`config.mk`:
```
export PLATFORM = sky130hd
export DESIGN_NAME = crirq_top
export DESIGN_NICKNAME = d
export VERILOG_FILES = /design/src/include/crirq_pkg.sv /design/src/crirq_top.sv
export SDC_FILE = /design/constraint.sdc
export NUM_CORES = 1
export LEC_CHECK = 0
export ABC_CLOCK_PERIOD_IN_PS = 3700
export BUFFER_PORTS_ARGS = -buffer_cell sky130_fd_sc_hd__buf_2
export CAP_MARGIN = 30
export CORE_UTILIZATION = 50
export CTS_CLUSTER_SIZE = 14
export DETAILED_ROUTE_END_ITERATION = 8
export GPL_TIMING_DRIVEN = 0
export PLACE_DENSITY = 0.85
export SLEW_MARGIN = 20
export SYNTH_ARGS = -nofsm -noshare
export SYNTH_HDL_FRONTEND = slang
export SYNTH_SLANG_ARGS = --single-unit
```
`constraint.sdc`:
```
create_clock -name pclk -period 3.7 [get_ports pclk]
set_input_delay 0.185 -clock pclk [delete_from_list [all_inputs] [get_ports pclk]]
set_output_delay 0.185 -clock pclk [all_outputs]
set_load 0.03 [all_outputs]
```
`src/include/crirq_pkg.sv`:
```
package crirq_pkg;
	// register offsets (printed values are indices, not byte addresses: byte address = 4*index)
	localparam logic [15:0] IDX_STATUS  = 16'hfe01;
	localparam logic [15:0] IDX_ENABLE  = 16'hfe02;
	localparam logic [15:0] IDX_SUPPLY  = 16'hfe03;
	localparam logic [15:0] IDX_SELECT  = 16'hfe00;
	localparam logic [15:0] IDX_MODE    = 16'hfe10;
	localparam logic [7:0]  RST_STATUS  = 8'h00;
	localparam logic [7:0]  RST_ENABLE  = 8'h00;
	localparam logic [7:0]  RST_SUPPLY  = 8'h00;
	localparam logic [7:0]  RST_SELECT  = 8'h00;
	localparam logic [7:0]  RST_MODE    = 8'h00;
	// status / enable bit positions
	localparam int B_WAIT  = 7;
	localparam int B_CARD  = 6;
	localparam int B_VTMR  = 5;
	localparam int B_RX_AVAILABLE_FLAG = 4;
	localparam int B_TXEV  = 3;
	localparam int B_TXDN  = 2;
	localparam int B_TXER  = 1;
	localparam int B_RXER  = 0;
	// supply control positions
	localparam int B_SEL_HI = 7;
	localparam int B_SEL_LO = 6;
	localparam int B_VFLT   = 5;
	localparam int B_POWER_DOWN_BIT  = 0;
	// select register positions
	localparam int B_IFSEL_HI = 3;
	localparam int B_IFSEL_LO = 2;
	localparam int B_BYPASS   = 1;
	// mode register positions
	localparam int B_SYNC     = 0;
	localparam int B_CLKSTOP  = 1;
	localparam int B_BLOCKP   = 2;
	localparam int B_BRKEN    = 3;
	localparam int B_FLT_EN   = 4;

	// per-interface event inputs from the card uart side
	typedef struct packed {
		logic atr_timeout;
		logic wait_timeout;
		logic bit_count_max;
		logic bit_count_terminal;
		logic tx_fifo_empty;
		logic tx_fifo_full;
		logic byte_sent;
		logic check_byte_sent;
		logic byte_break;
		logic break_detected;
		logic tx_underrun;
		logic rx_overrun;
		logic rx_parity_error;
		logic rx_fifo_nonempty;
	} crirq_events_type;

	// read strobes of registers held elsewhere
	typedef struct packed {
		logic tx_ctl_read;
		logic rx_ctl_read;
	} crirq_reads_type;
endpackage

```
`src/crirq_top.sv`:
```
// The APB interface to the registers was decided locally.
`timescale 1ns/1ps
// Notes on behaviour
// status read clears read-clearable bits; reset zero
// status follows selected card interface
// async: timeout sets wait bit
// sync: bit counter maximum sets wait bit
// clock-stop sync: terminal count sets wait bit
// card detect change or fault sets event
// card event works with clock off; here detect sampling and status update stall while clk_en is low
// supply timer expiry sets supply bit
// rx available follows fifo non-empty
// bypass: io falling edge sets rx available
// firmware masks rx available during bypass byte
// tx flags set event; tx control read clears
// byte or check byte sent sets done
// char mode break byte sets no done
// break or underrun sets error; tx read clears
// overrun or parity sets rx error; rx read clears
// enable gates interrupt, not status
// sync: wait enable gates bit count irq
// firmware writes both supply selects together
// enabled core fault forces internal deactivation
// supply not good at interval end: deactivate
// bypass routes io via control registers
// irq while status and enable both set
module crirq_top (
	// apb
	input  wire logic                          pclk,
	input  wire logic                          presetn,
	input  wire logic                          clk_en,
	input  wire logic                          psel,
	input  wire logic                          penable,
	input  wire logic                          pwrite,
	input  wire logic [31:0]                   paddr,
	input  wire logic [31:0]                   pwdata,
	input  wire logic [3:0]                    pstrb,
	output logic      [31:0]                   prdata,
	output logic                               pready,
	output logic                               pslverr,
	// events of external and internal interfaces
	input  wire crirq_pkg::crirq_events_type   ext_events,
	input  wire crirq_pkg::crirq_events_type   int_events,
	input  wire crirq_pkg::crirq_reads_type    reg_reads,
	// pins
	input  wire logic                          card_detect_input,
	input  wire logic                          card_io_in,
	input  wire logic                          core_supply_fault,
	input  wire logic                          supply_good,
	input  wire logic                          supply_stable_timer,
	// outputs
	output logic                               card_irq,
	output logic                               card_deactivate,
	output logic                               card_io_bypass_out,
	output logic [1:0]                         supply_select,
	output logic [1:0]                         card_interface_select
);
	typedef enum logic [1:0] {
		CRIRQ_IDLE   = 2'b01,
		CRIRQ_ACCESS = 2'b10
	} crirq_state_type;

	function automatic logic hit(input logic [31:0] a, input logic [15:0] idx);
		hit = (a[31:2] == {14'h0000, idx});
	endfunction

	// pin synchronisers and edge history
	logic [1:0]                  det_s_q;
	logic [1:0]                  det_s_d;
	logic [1:0]                  io_s_q;
	logic [1:0]                  io_s_d;
	logic [1:0]                  flt_s_q;
	logic [1:0]                  flt_s_d;
	logic [1:0]                  good_s_q;
	logic [1:0]                  good_s_d;
	logic [1:0]                  tmr_s_q;
	logic [1:0]                  tmr_s_d;
	logic                        det_p_q;
	logic                        det_p_d;
	logic                        io_p_q;
	logic                        io_p_d;
	logic                        tmr_p_q;
	logic                        tmr_p_d;
	// bus state
	crirq_state_type             st_q;
	crirq_state_type             st_d;
	logic [31:0]                 rdata_q;
	logic [31:0]                 rdata_d;
	logic                        ready_q;
	logic                        ready_d;
	logic                        err_q;
	logic                        err_d;
	// registers and outputs
	logic [7:0]                  stat_q;
	logic [7:0]                  stat_d;
	logic [7:0]                  en_q;
	logic [7:0]                  en_d;
	logic [7:0]                  sup_q;
	logic [7:0]                  sup_d;
	logic [7:0]                  sel_q;
	logic [7:0]                  sel_d;
	logic [7:0]                  mode_q;
	logic [7:0]                  mode_d;
	logic                        irq_q;
	logic                        irq_d;
	logic                        deact_q;
	logic                        deact_d;
	logic                        bio_q;
	logic                        bio_d;
	// decoded strobes and events
	crirq_pkg::crirq_events_type ev;
	logic                        bypass;
	logic                        sync_m;
	logic                        setup;
	logic                        acc_ph;
	logic                        wr;
	logic                        rd;
	logic                        mapped;
	logic                        hit_st;
	logic                        hit_en;
	logic                        hit_sup;
	logic                        hit_sel;
	logic                        hit_mode;
	logic                        det_edge;
	logic                        io_fall;
	logic                        tmr_rise;
	logic                        wait_set;
	logic                        done_set;
	logic                        status_read;

	assign bypass      = sel_q[crirq_pkg::B_BYPASS];
	assign sync_m      = mode_q[crirq_pkg::B_SYNC];
	assign setup       = psel && !penable && st_q == CRIRQ_IDLE;
	// writes land at the access edge
	assign acc_ph      = psel && penable && st_q == CRIRQ_ACCESS;
	assign hit_st      = hit(paddr, crirq_pkg::IDX_STATUS);
	assign hit_en      = hit(paddr, crirq_pkg::IDX_ENABLE);
	assign hit_sup     = hit(paddr, crirq_pkg::IDX_SUPPLY);
	assign hit_sel     = hit(paddr, crirq_pkg::IDX_SELECT);
	assign hit_mode    = hit(paddr, crirq_pkg::IDX_MODE);
	assign mapped      = hit_st || hit_en || hit_sup || hit_sel || hit_mode;
	assign wr          = acc_ph && pwrite && pstrb[0] && mapped;
	assign rd          = setup && !pwrite;
	assign status_read = rd && hit_st;

	always_comb begin
		// events of selected interface
		if (sel_q[crirq_pkg::B_IFSEL_HI])
			ev = int_events;
		else if (sel_q[crirq_pkg::B_IFSEL_LO])
			ev = ext_events;
		else
			ev = '0;
	end

	always_comb begin
		det_s_d  = {det_s_q[0], card_detect_input};
		io_s_d   = {io_s_q[0], card_io_in};
		flt_s_d  = {flt_s_q[0], core_supply_fault};
		good_s_d = {good_s_q[0], supply_good};
		tmr_s_d  = {tmr_s_q[0], supply_stable_timer};
		det_p_d  = det_s_q[1];
		io_p_d   = io_s_q[1];
		tmr_p_d  = tmr_s_q[1];
		// detect change on either edge
		det_edge = det_s_q[1] ^ det_p_q;
		io_fall  = io_p_q && !io_s_q[1];
		tmr_rise = tmr_s_q[1] && !tmr_p_q;
	end

	always_comb begin
		// async timeouts
		wait_set = !sync_m && (ev.atr_timeout || ev.wait_timeout);
		// clock-stop terminal count
		if (sync_m && mode_q[crirq_pkg::B_CLKSTOP])
			wait_set = ev.bit_count_terminal;
		// sync counter maximum
		else if (sync_m)
			wait_set = ev.bit_count_max;
		// byte or check byte sent
		done_set = ev.byte_sent || (mode_q[crirq_pkg::B_BLOCKP] && ev.check_byte_sent);
		// break suppresses done
		if (!mode_q[crirq_pkg::B_BLOCKP] && mode_q[crirq_pkg::B_BRKEN] && ev.byte_break)
			done_set = 1'b0;

		stat_d = stat_q;
		// read clears, set wins
		if (status_read) begin
			stat_d[crirq_pkg::B_WAIT] = 1'b0;
			stat_d[crirq_pkg::B_CARD] = 1'b0;
			stat_d[crirq_pkg::B_VTMR] = 1'b0;
			stat_d[crirq_pkg::B_TXDN] = 1'b0;
		end
		if (reg_reads.tx_ctl_read) begin
			stat_d[crirq_pkg::B_TXEV] = 1'b0;
			stat_d[crirq_pkg::B_TXER] = 1'b0;
		end
		// rx control read clears
		if (reg_reads.rx_ctl_read)
			stat_d[crirq_pkg::B_RXER] = 1'b0;
		if (wait_set)
			stat_d[crirq_pkg::B_WAIT] = 1'b1;
		// pin path is also gated by clk_en
		if (det_edge)
			stat_d[crirq_pkg::B_CARD] = 1'b1;
		// supply timer expiry
		if (tmr_rise)
			stat_d[crirq_pkg::B_VTMR] = 1'b1;
		// tx fifo flags
		if (ev.tx_fifo_empty || ev.tx_fifo_full)
			stat_d[crirq_pkg::B_TXEV] = 1'b1;
		if (done_set)
			stat_d[crirq_pkg::B_TXDN] = 1'b1;
		// break or underrun
		if (ev.break_detected || ev.tx_underrun)
			stat_d[crirq_pkg::B_TXER] = 1'b1;
		// overrun or parity
		if (ev.rx_overrun || ev.rx_parity_error)
			stat_d[crirq_pkg::B_RXER] = 1'b1;
		// bypass io falling edge
		if (bypass) begin
			if (io_fall)
				stat_d[crirq_pkg::B_RX_AVAILABLE_FLAG] = 1'b1;
			else if (status_read)
				stat_d[crirq_pkg::B_RX_AVAILABLE_FLAG] = 1'b0;
		end else begin
			// follows fifo level
			stat_d[crirq_pkg::B_RX_AVAILABLE_FLAG] = ev.rx_fifo_nonempty;
		end

		en_d   = en_q;
		sel_d  = sel_q;
		mode_d = mode_q;
		sup_d  = sup_q;
		if (wr && hit(paddr, crirq_pkg::IDX_ENABLE))
			en_d = pwdata[7:0];
		if (wr && hit(paddr, crirq_pkg::IDX_SELECT))
			sel_d = pwdata[7:0] & 8'h0f;
		if (wr && hit(paddr, crirq_pkg::IDX_MODE))
			mode_d = pwdata[7:0] & 8'h1f;
		// one write sets both selects
		if (wr && hit(paddr, crirq_pkg::IDX_SUPPLY))
			sup_d = {pwdata[7:6], sup_q[5], 4'h0, pwdata[0]};
		deact_d = 1'b0;
		// core fault emergency deactivation
		if (mode_q[crirq_pkg::B_FLT_EN] && flt_s_q[1]) begin
			sup_d[crirq_pkg::B_VFLT]   = 1'b1;
			sup_d[crirq_pkg::B_SEL_HI] = 1'b0;
			sup_d[crirq_pkg::B_SEL_LO] = 1'b0;
			deact_d = sel_q[crirq_pkg::B_IFSEL_HI];
		end
		// supply not good at interval end
		if (tmr_rise && !good_s_q[1]) begin
			stat_d[crirq_pkg::B_CARD]  = 1'b1;
			sup_d[crirq_pkg::B_SEL_HI] = 1'b0;
			sup_d[crirq_pkg::B_SEL_LO] = 1'b0;
			deact_d = 1'b1;
		end
	end

	// bypass io driven from select register
	always_comb begin
		bio_d = bypass ? sel_q[0] : 1'b1;
	end

	// enable gates only the request
	// wait enable covers sync counter
	// any enabled status raises irq
	always_comb begin
		irq_d = |(stat_q & en_q);
	end

	always_comb begin
		st_d    = st_q;
		ready_d = 1'b0;
		err_d   = 1'b0;
		rdata_d = rdata_q;
		case (st_q)
			CRIRQ_IDLE: begin
				if (setup) begin
					st_d    = CRIRQ_ACCESS;
					ready_d = 1'b1;
					err_d   = !mapped;
					rdata_d = 32'h0000_0000;
					if (rd && hit(paddr, crirq_pkg::IDX_STATUS))
						rdata_d = {24'h00_0000, stat_q};
					else if (rd && hit(paddr, crirq_pkg::IDX_ENABLE))
						rdata_d = {24'h00_0000, en_q};
					else if (rd && hit(paddr, crirq_pkg::IDX_SUPPLY))
						rdata_d = {24'h00_0000, sup_q[7:5], 1'b0, good_s_q[1], 2'b00, sup_q[0]};
					else if (rd && hit(paddr, crirq_pkg::IDX_SELECT))
						rdata_d = {24'h00_0000, sel_q};
					else if (rd && hit(paddr, crirq_pkg::IDX_MODE))
						rdata_d = {24'h00_0000, mode_q};
				end
			end
			CRIRQ_ACCESS: begin
				st_d = CRIRQ_IDLE;
			end
			default: begin
				st_d = CRIRQ_IDLE;
			end
		endcase
	end

	always_ff @(posedge pclk or negedge presetn) begin
		if (!presetn) begin
			det_s_q  <= 2'b00;
			io_s_q   <= 2'b11;
			flt_s_q  <= 2'b00;
			good_s_q <= 2'b00;
			tmr_s_q  <= 2'b00;
			det_p_q  <= 1'b0;
			io_p_q   <= 1'b1;
			tmr_p_q  <= 1'b0;
		end else if (clk_en) begin
			det_s_q  <= det_s_d;
			io_s_q   <= io_s_d;
			flt_s_q  <= flt_s_d;
			good_s_q <= good_s_d;
			tmr_s_q  <= tmr_s_d;
			det_p_q  <= det_p_d;
			io_p_q   <= io_p_d;
			tmr_p_q  <= tmr_p_d;
		end
	end

	always_ff @(posedge pclk or negedge presetn) begin
		if (!presetn) begin
			stat_q   <= crirq_pkg::RST_STATUS;
			en_q     <= crirq_pkg::RST_ENABLE;
			sup_q    <= crirq_pkg::RST_SUPPLY;
			sel_q    <= crirq_pkg::RST_SELECT;
			mode_q   <= crirq_pkg::RST_MODE;
		end else if (clk_en) begin
			stat_q   <= stat_d;
			en_q     <= en_d;
			sup_q    <= sup_d;
			sel_q    <= sel_d;
			mode_q   <= mode_d;
		end
	end

	always_ff @(posedge pclk or negedge presetn) begin
		if (!presetn) begin
			irq_q    <= 1'b0;
			deact_q  <= 1'b0;
			bio_q    <= 1'b1;
		end else if (clk_en) begin
			irq_q    <= irq_d;
			deact_q  <= deact_d;
			bio_q    <= bio_d;
		end
	end

	always_ff @(posedge pclk or negedge presetn) begin
		if (!presetn) begin
			st_q     <= CRIRQ_IDLE;
			rdata_q  <= 32'h0000_0000;
			ready_q  <= 1'b0;
			err_q    <= 1'b0;
		end else if (clk_en) begin
			st_q     <= st_d;
			rdata_q  <= rdata_d;
			ready_q  <= ready_d;
			err_q    <= err_d;
		end
	end

	assign prdata                = rdata_q;
	assign pready                = ready_q;
	assign pslverr               = err_q;
	assign card_irq              = irq_q;
	assign card_deactivate       = deact_q;
	assign card_io_bypass_out    = bio_q;
	assign supply_select         = sup_q[7:6];
	assign card_interface_select = sel_q[3:2];
endmodule

```
==> results of run 1 <==
## per-layer routing
metal,vias up,wire length (um)
met3,15,586
met5,-,0
met2,126,3888
met4,0,157
met1,1255,3248
li1,1262,-
## power breakdown
part           internal (mW)  total [mW]  switching, mW
logic                 0.0866       0.204          0.117
clock network          0.454       0.726          0.273
registers              0.653       0.672         0.0185
total                   1.19        1.60          0.408
## flip-flops by register name, summed over array words and instances (netlist names)
register,cells
stat_q,8
tmr_s_q,2
good_s_q,2
flt_s_q,2
pready,1
mode_q,5
det_s_q,2
pslverr,1
io_p_q,1
io_s_q,2
en_q,8
det_p_q,1
card_deactivate,1
sup_q,4
card_irq,1
prdata,8
st_q,2
sel_q,4
tmr_p_q,1
card_io_bypass_out,1
## logic make-up (layout without fill, tap and decap cells)
| kind of cell | count (synthesis) | count (layout) | share of synthesized area (%) |
|---|---|---|---|
| AO/OA/AOI/OAI | 67 | 67 | 14.95 |
| other | 1 | 24 | 0.1221 |
| multiplexers | 42 | 42 | 15.19 |
| buffers and inverters | 50 | 162 | 9.613 |
| XOR/XNOR | 1 | 1 | 0.2852 |
| flip-flops | 57 | 57 | 46.64 |
| AND/OR/NAND/NOR | 71 | 71 | 13.20 |
## cell usage in the layout, fill, tap and decap left out, types with 9 or more instances in the layout
cell type,synthesis,layout
buf_4,28,29
clkbuf_8,0,9
nand2_1,18,18
buf_2,2,96
dfrtp_1,52,52
nor2_1,20,20
mux2_2,37,37
o21ai_0,19,19
conb_1,1,24
## critical path, delay by kind of cell, from the launching register on
kind | cells | cell delay, ns
and+or+nand+nor | 4 | 1.38
DFF | 1 | 0.55
AOI/OAI and AO/OA | 1 | 0.25
## worst paths after layout
check | start | endpoint | slack, ns | cells after the start
worst max-delay path | st_q[0] | prdata[4] | 1.44 | 5
worst min-delay path | supply_stable_timer | tmr_s_q[0] | 0.07 | 2
worst max register to register | st_q[0] | prdata[4] | 1.44 | 5
worst min register to register | prdata[6] | prdata[6] | 0.49 | 2
max in group asynchronous | presetn | prdata[0] | 2.78 | 2
min in group asynchronous | presetn | sel_q[3] | 0.44 | 2
## final cells by class
| class | instances | area [sq um] |
|---|---|---|
| Inverter | 8 | 30.03 |
| Fill cell | 489 | 1932 |
| Tap cell | 75 | 93.84 |
| Sequential cell | 57 | 1433 |
| Clock inverter | 7 | 125.1 |
| Clock buffer | 9 | 123.9 |
| Buffer | 42 | 265.3 |
| Timing Repair Buffer | 96 | 488.0 |
| Multi-Input combinational cell | 205 | 1430 |
==> summary.md, run 1 <==
| Metric | Value |
|---|---|
| CTS tree | `yes` |
| Top FF cell, synth | `dfrtp_1` |
| Core box area | `5921 sq um` |
| Post-synth top cells | `52 x dfrtp_1, 37 x mux2_2, 28 x buf_4, 20 x nor2_1, 19 x o21ai_0` |
| Static leakage | `just under 2 nW` |
| Worst-Margin Slew | `about 0.72 ns` |
| Place WS | `between 1 and 1.5 ns` |
| Placed cell area | `between 3000 and 4000 sq um` |
| Largest net degree at the start of global routing | `58` |
| Placed Cells | `between 400 and 500` |
| Total power | `between 1.5 and 2 mW` |
| CP max FO | `4` |
| Async S/R FF share, synth | `between 90% and 100%` |
| Final core area utilization | `67.37%` |
| Synth Register Bits | `57` |
| CP Data Required Time | `3.96 ns` |
| Vias | `about 2,700` |
| Worst min path class | `in2reg` |
| Layout cell share with drive strength beyond 1 | `45.28%` |
| Number of H-tree levels | `3` |
| Final worst slack | `between 1 and 1.5 ns` |
| PwrDens | `between 400 and 500 nW/um^2` |
| Drt initial violations | `149` |
| Ranking of synthesized cells by area | `dfrtp_1 42%, mux2_2 14%, buf_4 6.8%, dfstp_2 4.3%, o21ai_0 3.1%` |
| First-pass GRT wire length | `12.16 mm` |
| Number of global-route vias before repair | `around 2,500` |
| # IOs | `150` |
| DIE WIDTH | `between 80 and 90 um` |
| Setup violators final | `0` |
| Dominant cell type by area after synthesis | `dfrtp_1` |
| Drt pass-1 iters | `4` |
| Clk sink count | `57` |
| M3 GR Usage | `about 5.9%` |
| Slew Limit Fails | `0` |
| Top-count cell post-synth | `dfrtp_1` |
| Hold buffers post-CTS | `1` |
| Max-cap violations | `0` |
| Synth top area share | `a little over two fifths` |
| Setup CP Type | `reg2reg` |
| Max incr delay on CP | `0.55 ns` |
| Slew margin rel. | `51.81%` |
| Crit-path cells | `nor3b_1 > nand3b_1 > or3_4 > or4_4 > o31ai_2` |
| Clk_skew | `0.005321 ns` |
| Fmax | `about 440 MHz` |
| Die footprint | `about 6500 sq um` |
| DRT antenna net count | `0` |
| Tmin final | `~2.3 ns` |
| Cell Rows | `28` |
| Chip height | `approximately 80 um` |
| Initial antenna violation count | `0` |
| Post-synth EDFFs | `0` |
| Syn avg cell area | `~11 sq um` |
| Slowest cell on crit path | `dfstp_2` |
| Worst setup EP type | `register` |
| Final std cells w/o fill | `around 500` |
| WHS | `about 0.073 ns` |
| Final Hold Viols | `0` |
| Startpoint types | `register` |
| Drt drc | `0` |
| DR WL/cell | `around 16 um` |
| Busiest grt layer | `met2` |
| Post-CTS Setup Inserts | `0` |
| Mapped Cells | `289` |
| Grt met2 use | `between 40% and 50%` |
| Routing usage on met1 | `31.84%` |
| Fin crit share | `approximately three fifths` |
| GPL Wtd Cong | `roughly 0.87` |
| Post-cts sizing count | `0` |
| ANT cells | `0` |
| Maximum vdd drop | `approximately 0.43 mV` |
| Clk slew on worst S/H paths | `around 0.07 ns` |
| Post-detail-place hpwl | `6.075 mm` |
| Yosys Warn Count | `0` |
| Area growth syn-to-layout | `29.86%` |
| Worst Path Arrival | `around 2.5 ns` |
| # port buffers | `95` |
| Clk buf depth | `2` |
| Number of distinct library cells after synthesis | `49` |
| Clock Latency Late Sink | `0.34 ns` |
| Post-synthesis cell area | `3072 sq um` |
| Detailed Route WL | `roughly 8 mm` |
| Total global-route track usage | `around 26%` |
| CTS root buf | `clkbuf_8` |
| Fin Setup TNS | `0 ns` |
| Grt ovf | `0` |
| CTS Buf Count | `9` |
| Nets@finish | `approximately 530` |
| Post-synthesis sequential area ratio | `between 40% and 50%` |
| Outcome | `complete, no violations` |
| Starting density of the core | `between 50 and 60%` |
| Via density | `5.327` |
| Fin area | `around 4000 sq um` |
| RSZ-0062 raised after global routing | `false` |
Power figures use the tool's default switching activity.
==> run 2: changes to the inputs <==
--- a/config.mk
+++ b/config.mk
@@ -5,14 +5,14 @@
 export SDC_FILE = /design/constraint.sdc
 export NUM_CORES = 1
 export LEC_CHECK = 0
-export ABC_CLOCK_PERIOD_IN_PS = 3700
+export ABC_CLOCK_PERIOD_IN_PS = 1900
 export BUFFER_PORTS_ARGS = -buffer_cell sky130_fd_sc_hd__buf_2
 export CAP_MARGIN = 30
-export CORE_UTILIZATION = 50
+export CORE_UTILIZATION = 42
 export CTS_CLUSTER_SIZE = 14
 export DETAILED_ROUTE_END_ITERATION = 8
 export GPL_TIMING_DRIVEN = 0
-export PLACE_DENSITY = 0.85
+export PLACE_DENSITY = 0.76
 export SLEW_MARGIN = 20
 export SYNTH_ARGS = -nofsm -noshare
 export SYNTH_HDL_FRONTEND = slang
==> constraint.sdc (replaced) <==
create_clock -name pclk -period 1.9 [get_ports pclk]
set_input_delay 0.095 -clock pclk [delete_from_list [all_inputs] [get_ports pclk]]
set_output_delay 0.095 -clock pclk [all_outputs]
set_load 0.03 [all_outputs]
==> run 2 against run 1 <==
The flow now finishes with violations (negative setup slack). First-iteration DRC count up 22%. Flip-flop and latch count unchanged. Global-route usage decreased by 4.2 points. Die area grew 19%. Utilization decreased by 8.3 points. Non-clock buffer count rose by 15. Power up 68%. Maximum frequency increased by 12%. Worst hold slack got worse by 0.065 ns. Largest power group is now sequential cells. Count of clock-buffer cells in the layout up 3. Critical path depth unchanged.
==> summary.md, run 2 (synthesized netlist as in run 1, its figures left out) <==
| Metric | Value |
|---|---|
| CP max FO | `4 (unchanged)` |
| Commonest cells after routing, fill and taps aside | `96 x buf_2, 52 x dfrtp_1, 38 x buf_4, 37 x mux2_2, 24 x conb_1 (was 96 x buf_2, 52 x dfrtp_1, 37 x mux2_2, 29 x buf_4, 24 x conb_1)` |
| Clk slew on worst S/H paths | `0.07 ns (about the same)` |
| DIE WIDTH | `87.52 um (was 80.38 um)` |
| Worst Path Arrival | `2.26 ns (was 2.52 ns)` |
| Chip height | `87.52 um (was 80.38 um)` |
| CP Data Required Time | `2.14 ns (was 3.96 ns)` |
| Slowest cell on crit path | `dfstp_2 (unchanged)` |
| Drt pass-1 iters | `5 (was 4)` |
| First-pass GRT wire length | `12.31 mm (was 12.16 mm)` |
| Number of H-tree levels | `3 (unchanged)` |
| Vias | `2,716 (was 2,658)` |
| DRT met1 WL | `3.240 mm (was 3.248 mm)` |
| Fin crit share | `106.0% (was 61.09%)` |
| # port buffers | `95 (unchanged)` |
| Final Hold Viols | `0 (unchanged)` |
| Top sig layer | `met4 (unchanged)` |
| Grt ovf | `0 (unchanged)` |
| Worst-Margin Slew | `0.7278 ns (was 0.7229 ns)` |
| Core box area | `6944 sq um (was 5921 sq um)` |
| RSZ-0062 raised after global routing | `true (was false)` |
| Final core area utilization | `59.10% (was 67.37%)` |
| Slew Limit Fails | `0 (unchanged)` |
| Static leakage | `2.054 nW (was 1.976 nW)` |
| PwrDens | `656.4 nW/um^2 (was 401.5 nW/um^2)` |
| CP endpoint | `prdata[4] (unchanged)` |
| Clock Latency Late Sink | `0.33 ns (was 0.34 ns)` |
| Worst reg2reg path startpoint | `st_q[0] (unchanged)` |
| Layout cell share with drive strength beyond 1 | `46.47% (was 45.28%)` |
| Max incr delay on CP | `0.53 ns (was 0.55 ns)` |
| Detailed Route WL | `7.861 mm (was 7.881 mm)` |
| DR WL/cell | `14.69 um (was 15.79 um)` |
| Setup violators final | `6 (was 0)` |
| Worst setup EP type | `register (unchanged)` |
| Clk_skew | `0.006936 ns (was 0.005321 ns)` |
| Fin Setup TNS | `-0.2823 ns (was 0 ns)` |
| Maximum vdd drop | `0.4909 mV (was 0.4254 mV)` |
| Setup CP Type | `reg2reg (unchanged)` |
| Via density | `5.077 (was 5.327)` |
| Crit-path cells | `nor3b_4 > nand3b_1 > or3_4 > or4_4 > o31ai_2 (was nor3b_1 > nand3b_1 > or3_4 > or4_4 > o31ai_2)` |
| # IOs | `150 (unchanged)` |
| Nets@finish | `543 (was 528)` |
| Max-cap violations | `0 (unchanged)` |
| Area growth syn-to-layout | `33.61% (was 29.86%)` |
| Largest net degree at the start of global routing | `58 (unchanged)` |
| CP Depth | `5 (unchanged)` |
| Number of global-route vias before repair | `2,561 (was 2,468)` |
| Met2 wire len | `3.880 mm (was 3.888 mm)` |
| Outcome | `finished, violations left (was complete, no violations)` |
| Clk sink count | `57 (unchanged)` |
| Initial antenna violation count | `0 (unchanged)` |
| Slew margin rel. | `51.48% (was 51.81%)` |
| CTS Buf Count | `9 (unchanged)` |
| Die footprint | `7660 sq um (was 6461 sq um)` |
| Cell Rows | `30 (was 28)` |
| Failing checks | `negative setup slack` |
| Tmin final | `2.013 ns (was 2.260 ns)` |
| Cell family with most CP delay | `simple AND/OR/NAND/NOR gates (unchanged)` |
| CTS root buf | `clkbuf_8 (unchanged)` |
| Starting density of the core | `44.23% (was 51.88%)` |
| ANT cells | `0 (unchanged)` |
| GPL Wtd Cong | `0.9066 (was 0.8696)` |
| Post-detail-place hpwl | `5.865 mm (was 6.075 mm)` |
| Place WS | `-0.3228 ns (was 1.406 ns)` |
| RR Endpoint | `prdata[4] (unchanged)` |
| Total global-route track usage | `21.41% (was 25.56%)` |
| DRT antenna net count | `0 (unchanged)` |
| Routed length on met3 | `591 um (was 586 um)` |
| Worst min path class | `in2reg (unchanged)` |
| R2r setup slk | `-0.11 ns (was 1.44 ns)` |
| Fmax | `496.7 MHz (was 442.4 MHz)` |
| Clk buf depth | `2 (unchanged)` |
| Setup crit start | `st_q[0] (unchanged)` |
| CTS tree | `yes (unchanged)` |
| Drt drc | `0 (unchanged)` |
| Startpoint types | `register (unchanged)` |
| Buf/Inv on CP | `0 (unchanged)` |
| Most common cell after layout, fill and taps aside | `buf_2 (unchanged)` |
| Worst-case reg-to-reg path depth | `5 (unchanged)` |
| Final worst slack | `-0.1131 ns (was 1.440 ns)` |
| Drt initial violations | `182 (was 149)` |
run 2: changes by cell type in the layout (fill, tap and decap cells not counted), moves of 2 or more:
cell / previous run / this run
dlygate4sd3_1: 1 / 7
bufinv_16: 3 / 0
o31ai_2: 1 / 4
inv_6: 2 / 0
o31ai_1: 5 / 2
clkinv_2: 0 / 4
clkinv_4: 2 / 0
buf_4: 29 / 38
run 2: timing repair:
item / in CTS / in global routing
hold buffers: 6 / 1
hold endpoints to repair: 57 / 1
pin swaps: 1 / 4
setup buffers: 1 / 8
resized for setup: 0 / 9
setup endpoints to repair: 6 / 28
run 2: area by class of cell:
| type | count | area [sq um] |
|---|---|---|
| well taps | 96 | 120.1 |
| plain buffers | 42 | 266.5 |
| flip-flops and latches | 57 | 1433 |
| clock buffers | 12 | 145.1 |
| inverters | 8 | 30.03 |
| multi-input cells | 205 | 1474 |
| clock inverters | 4 | 20.02 |
| fillers | 605 | 2840 |
| repair buffers | 111 | 615.6 |
run 2: worst min path at each step:
| stage | cells past startpoint | end | slack [ns] | startpoint |
|---|---|---|---|---|
| final | 2 | en_q[6] | 0.009 | pwdata[6] |
| after global routing | 2 | en_q[6] | 0.006 | pwdata[6] |
| after CTS | 2 | flt_s_q[0] | 0.00006 | core_supply_fault |
| after detailed placement | 1 | prdata[6] | 0.20 | presetn |
| after global placement | 2 | det_s_q[0] | 0.33 | card_detect_input |
| after floorplan | 0 | card_deactivate | -0.20 | presetn |
run 2: power breakdown:
part           total, mW  internal [mW]  switching (mW)
Clock              0.966          0.500           0.466
Combinational      0.420          0.186           0.234
Sequential          1.31           1.27          0.0352
Total               2.69           1.96           0.735
run 2: metal layers:
metal / vias to the layer above / track usage, %
li1: 1295 / -
met5: - / 0
met1: 1279 / 26.30
met2: 128 / 36.36
met4: 0 / 7.899
met3: 14 / 5.498
run 2: per-stage QoR:
step | hold slack, ns | area [sq um] | instances | power [mW]
3_5_place_dp | 0.1960 | 3761 | 503 | 1.724
6_report | 0.008774 | 4104 | 535 | 2.694
4_1_cts | 0.00006337 | 3994 | 526 | 2.698
2_1_floorplan | -0.2006 | 3163 | 312 | 1.564
3_3_place_gp | 0.3288 | 3759 | 503 | 1.711
5_1_grt | 0.005809 | 4104 | 535 | 2.822
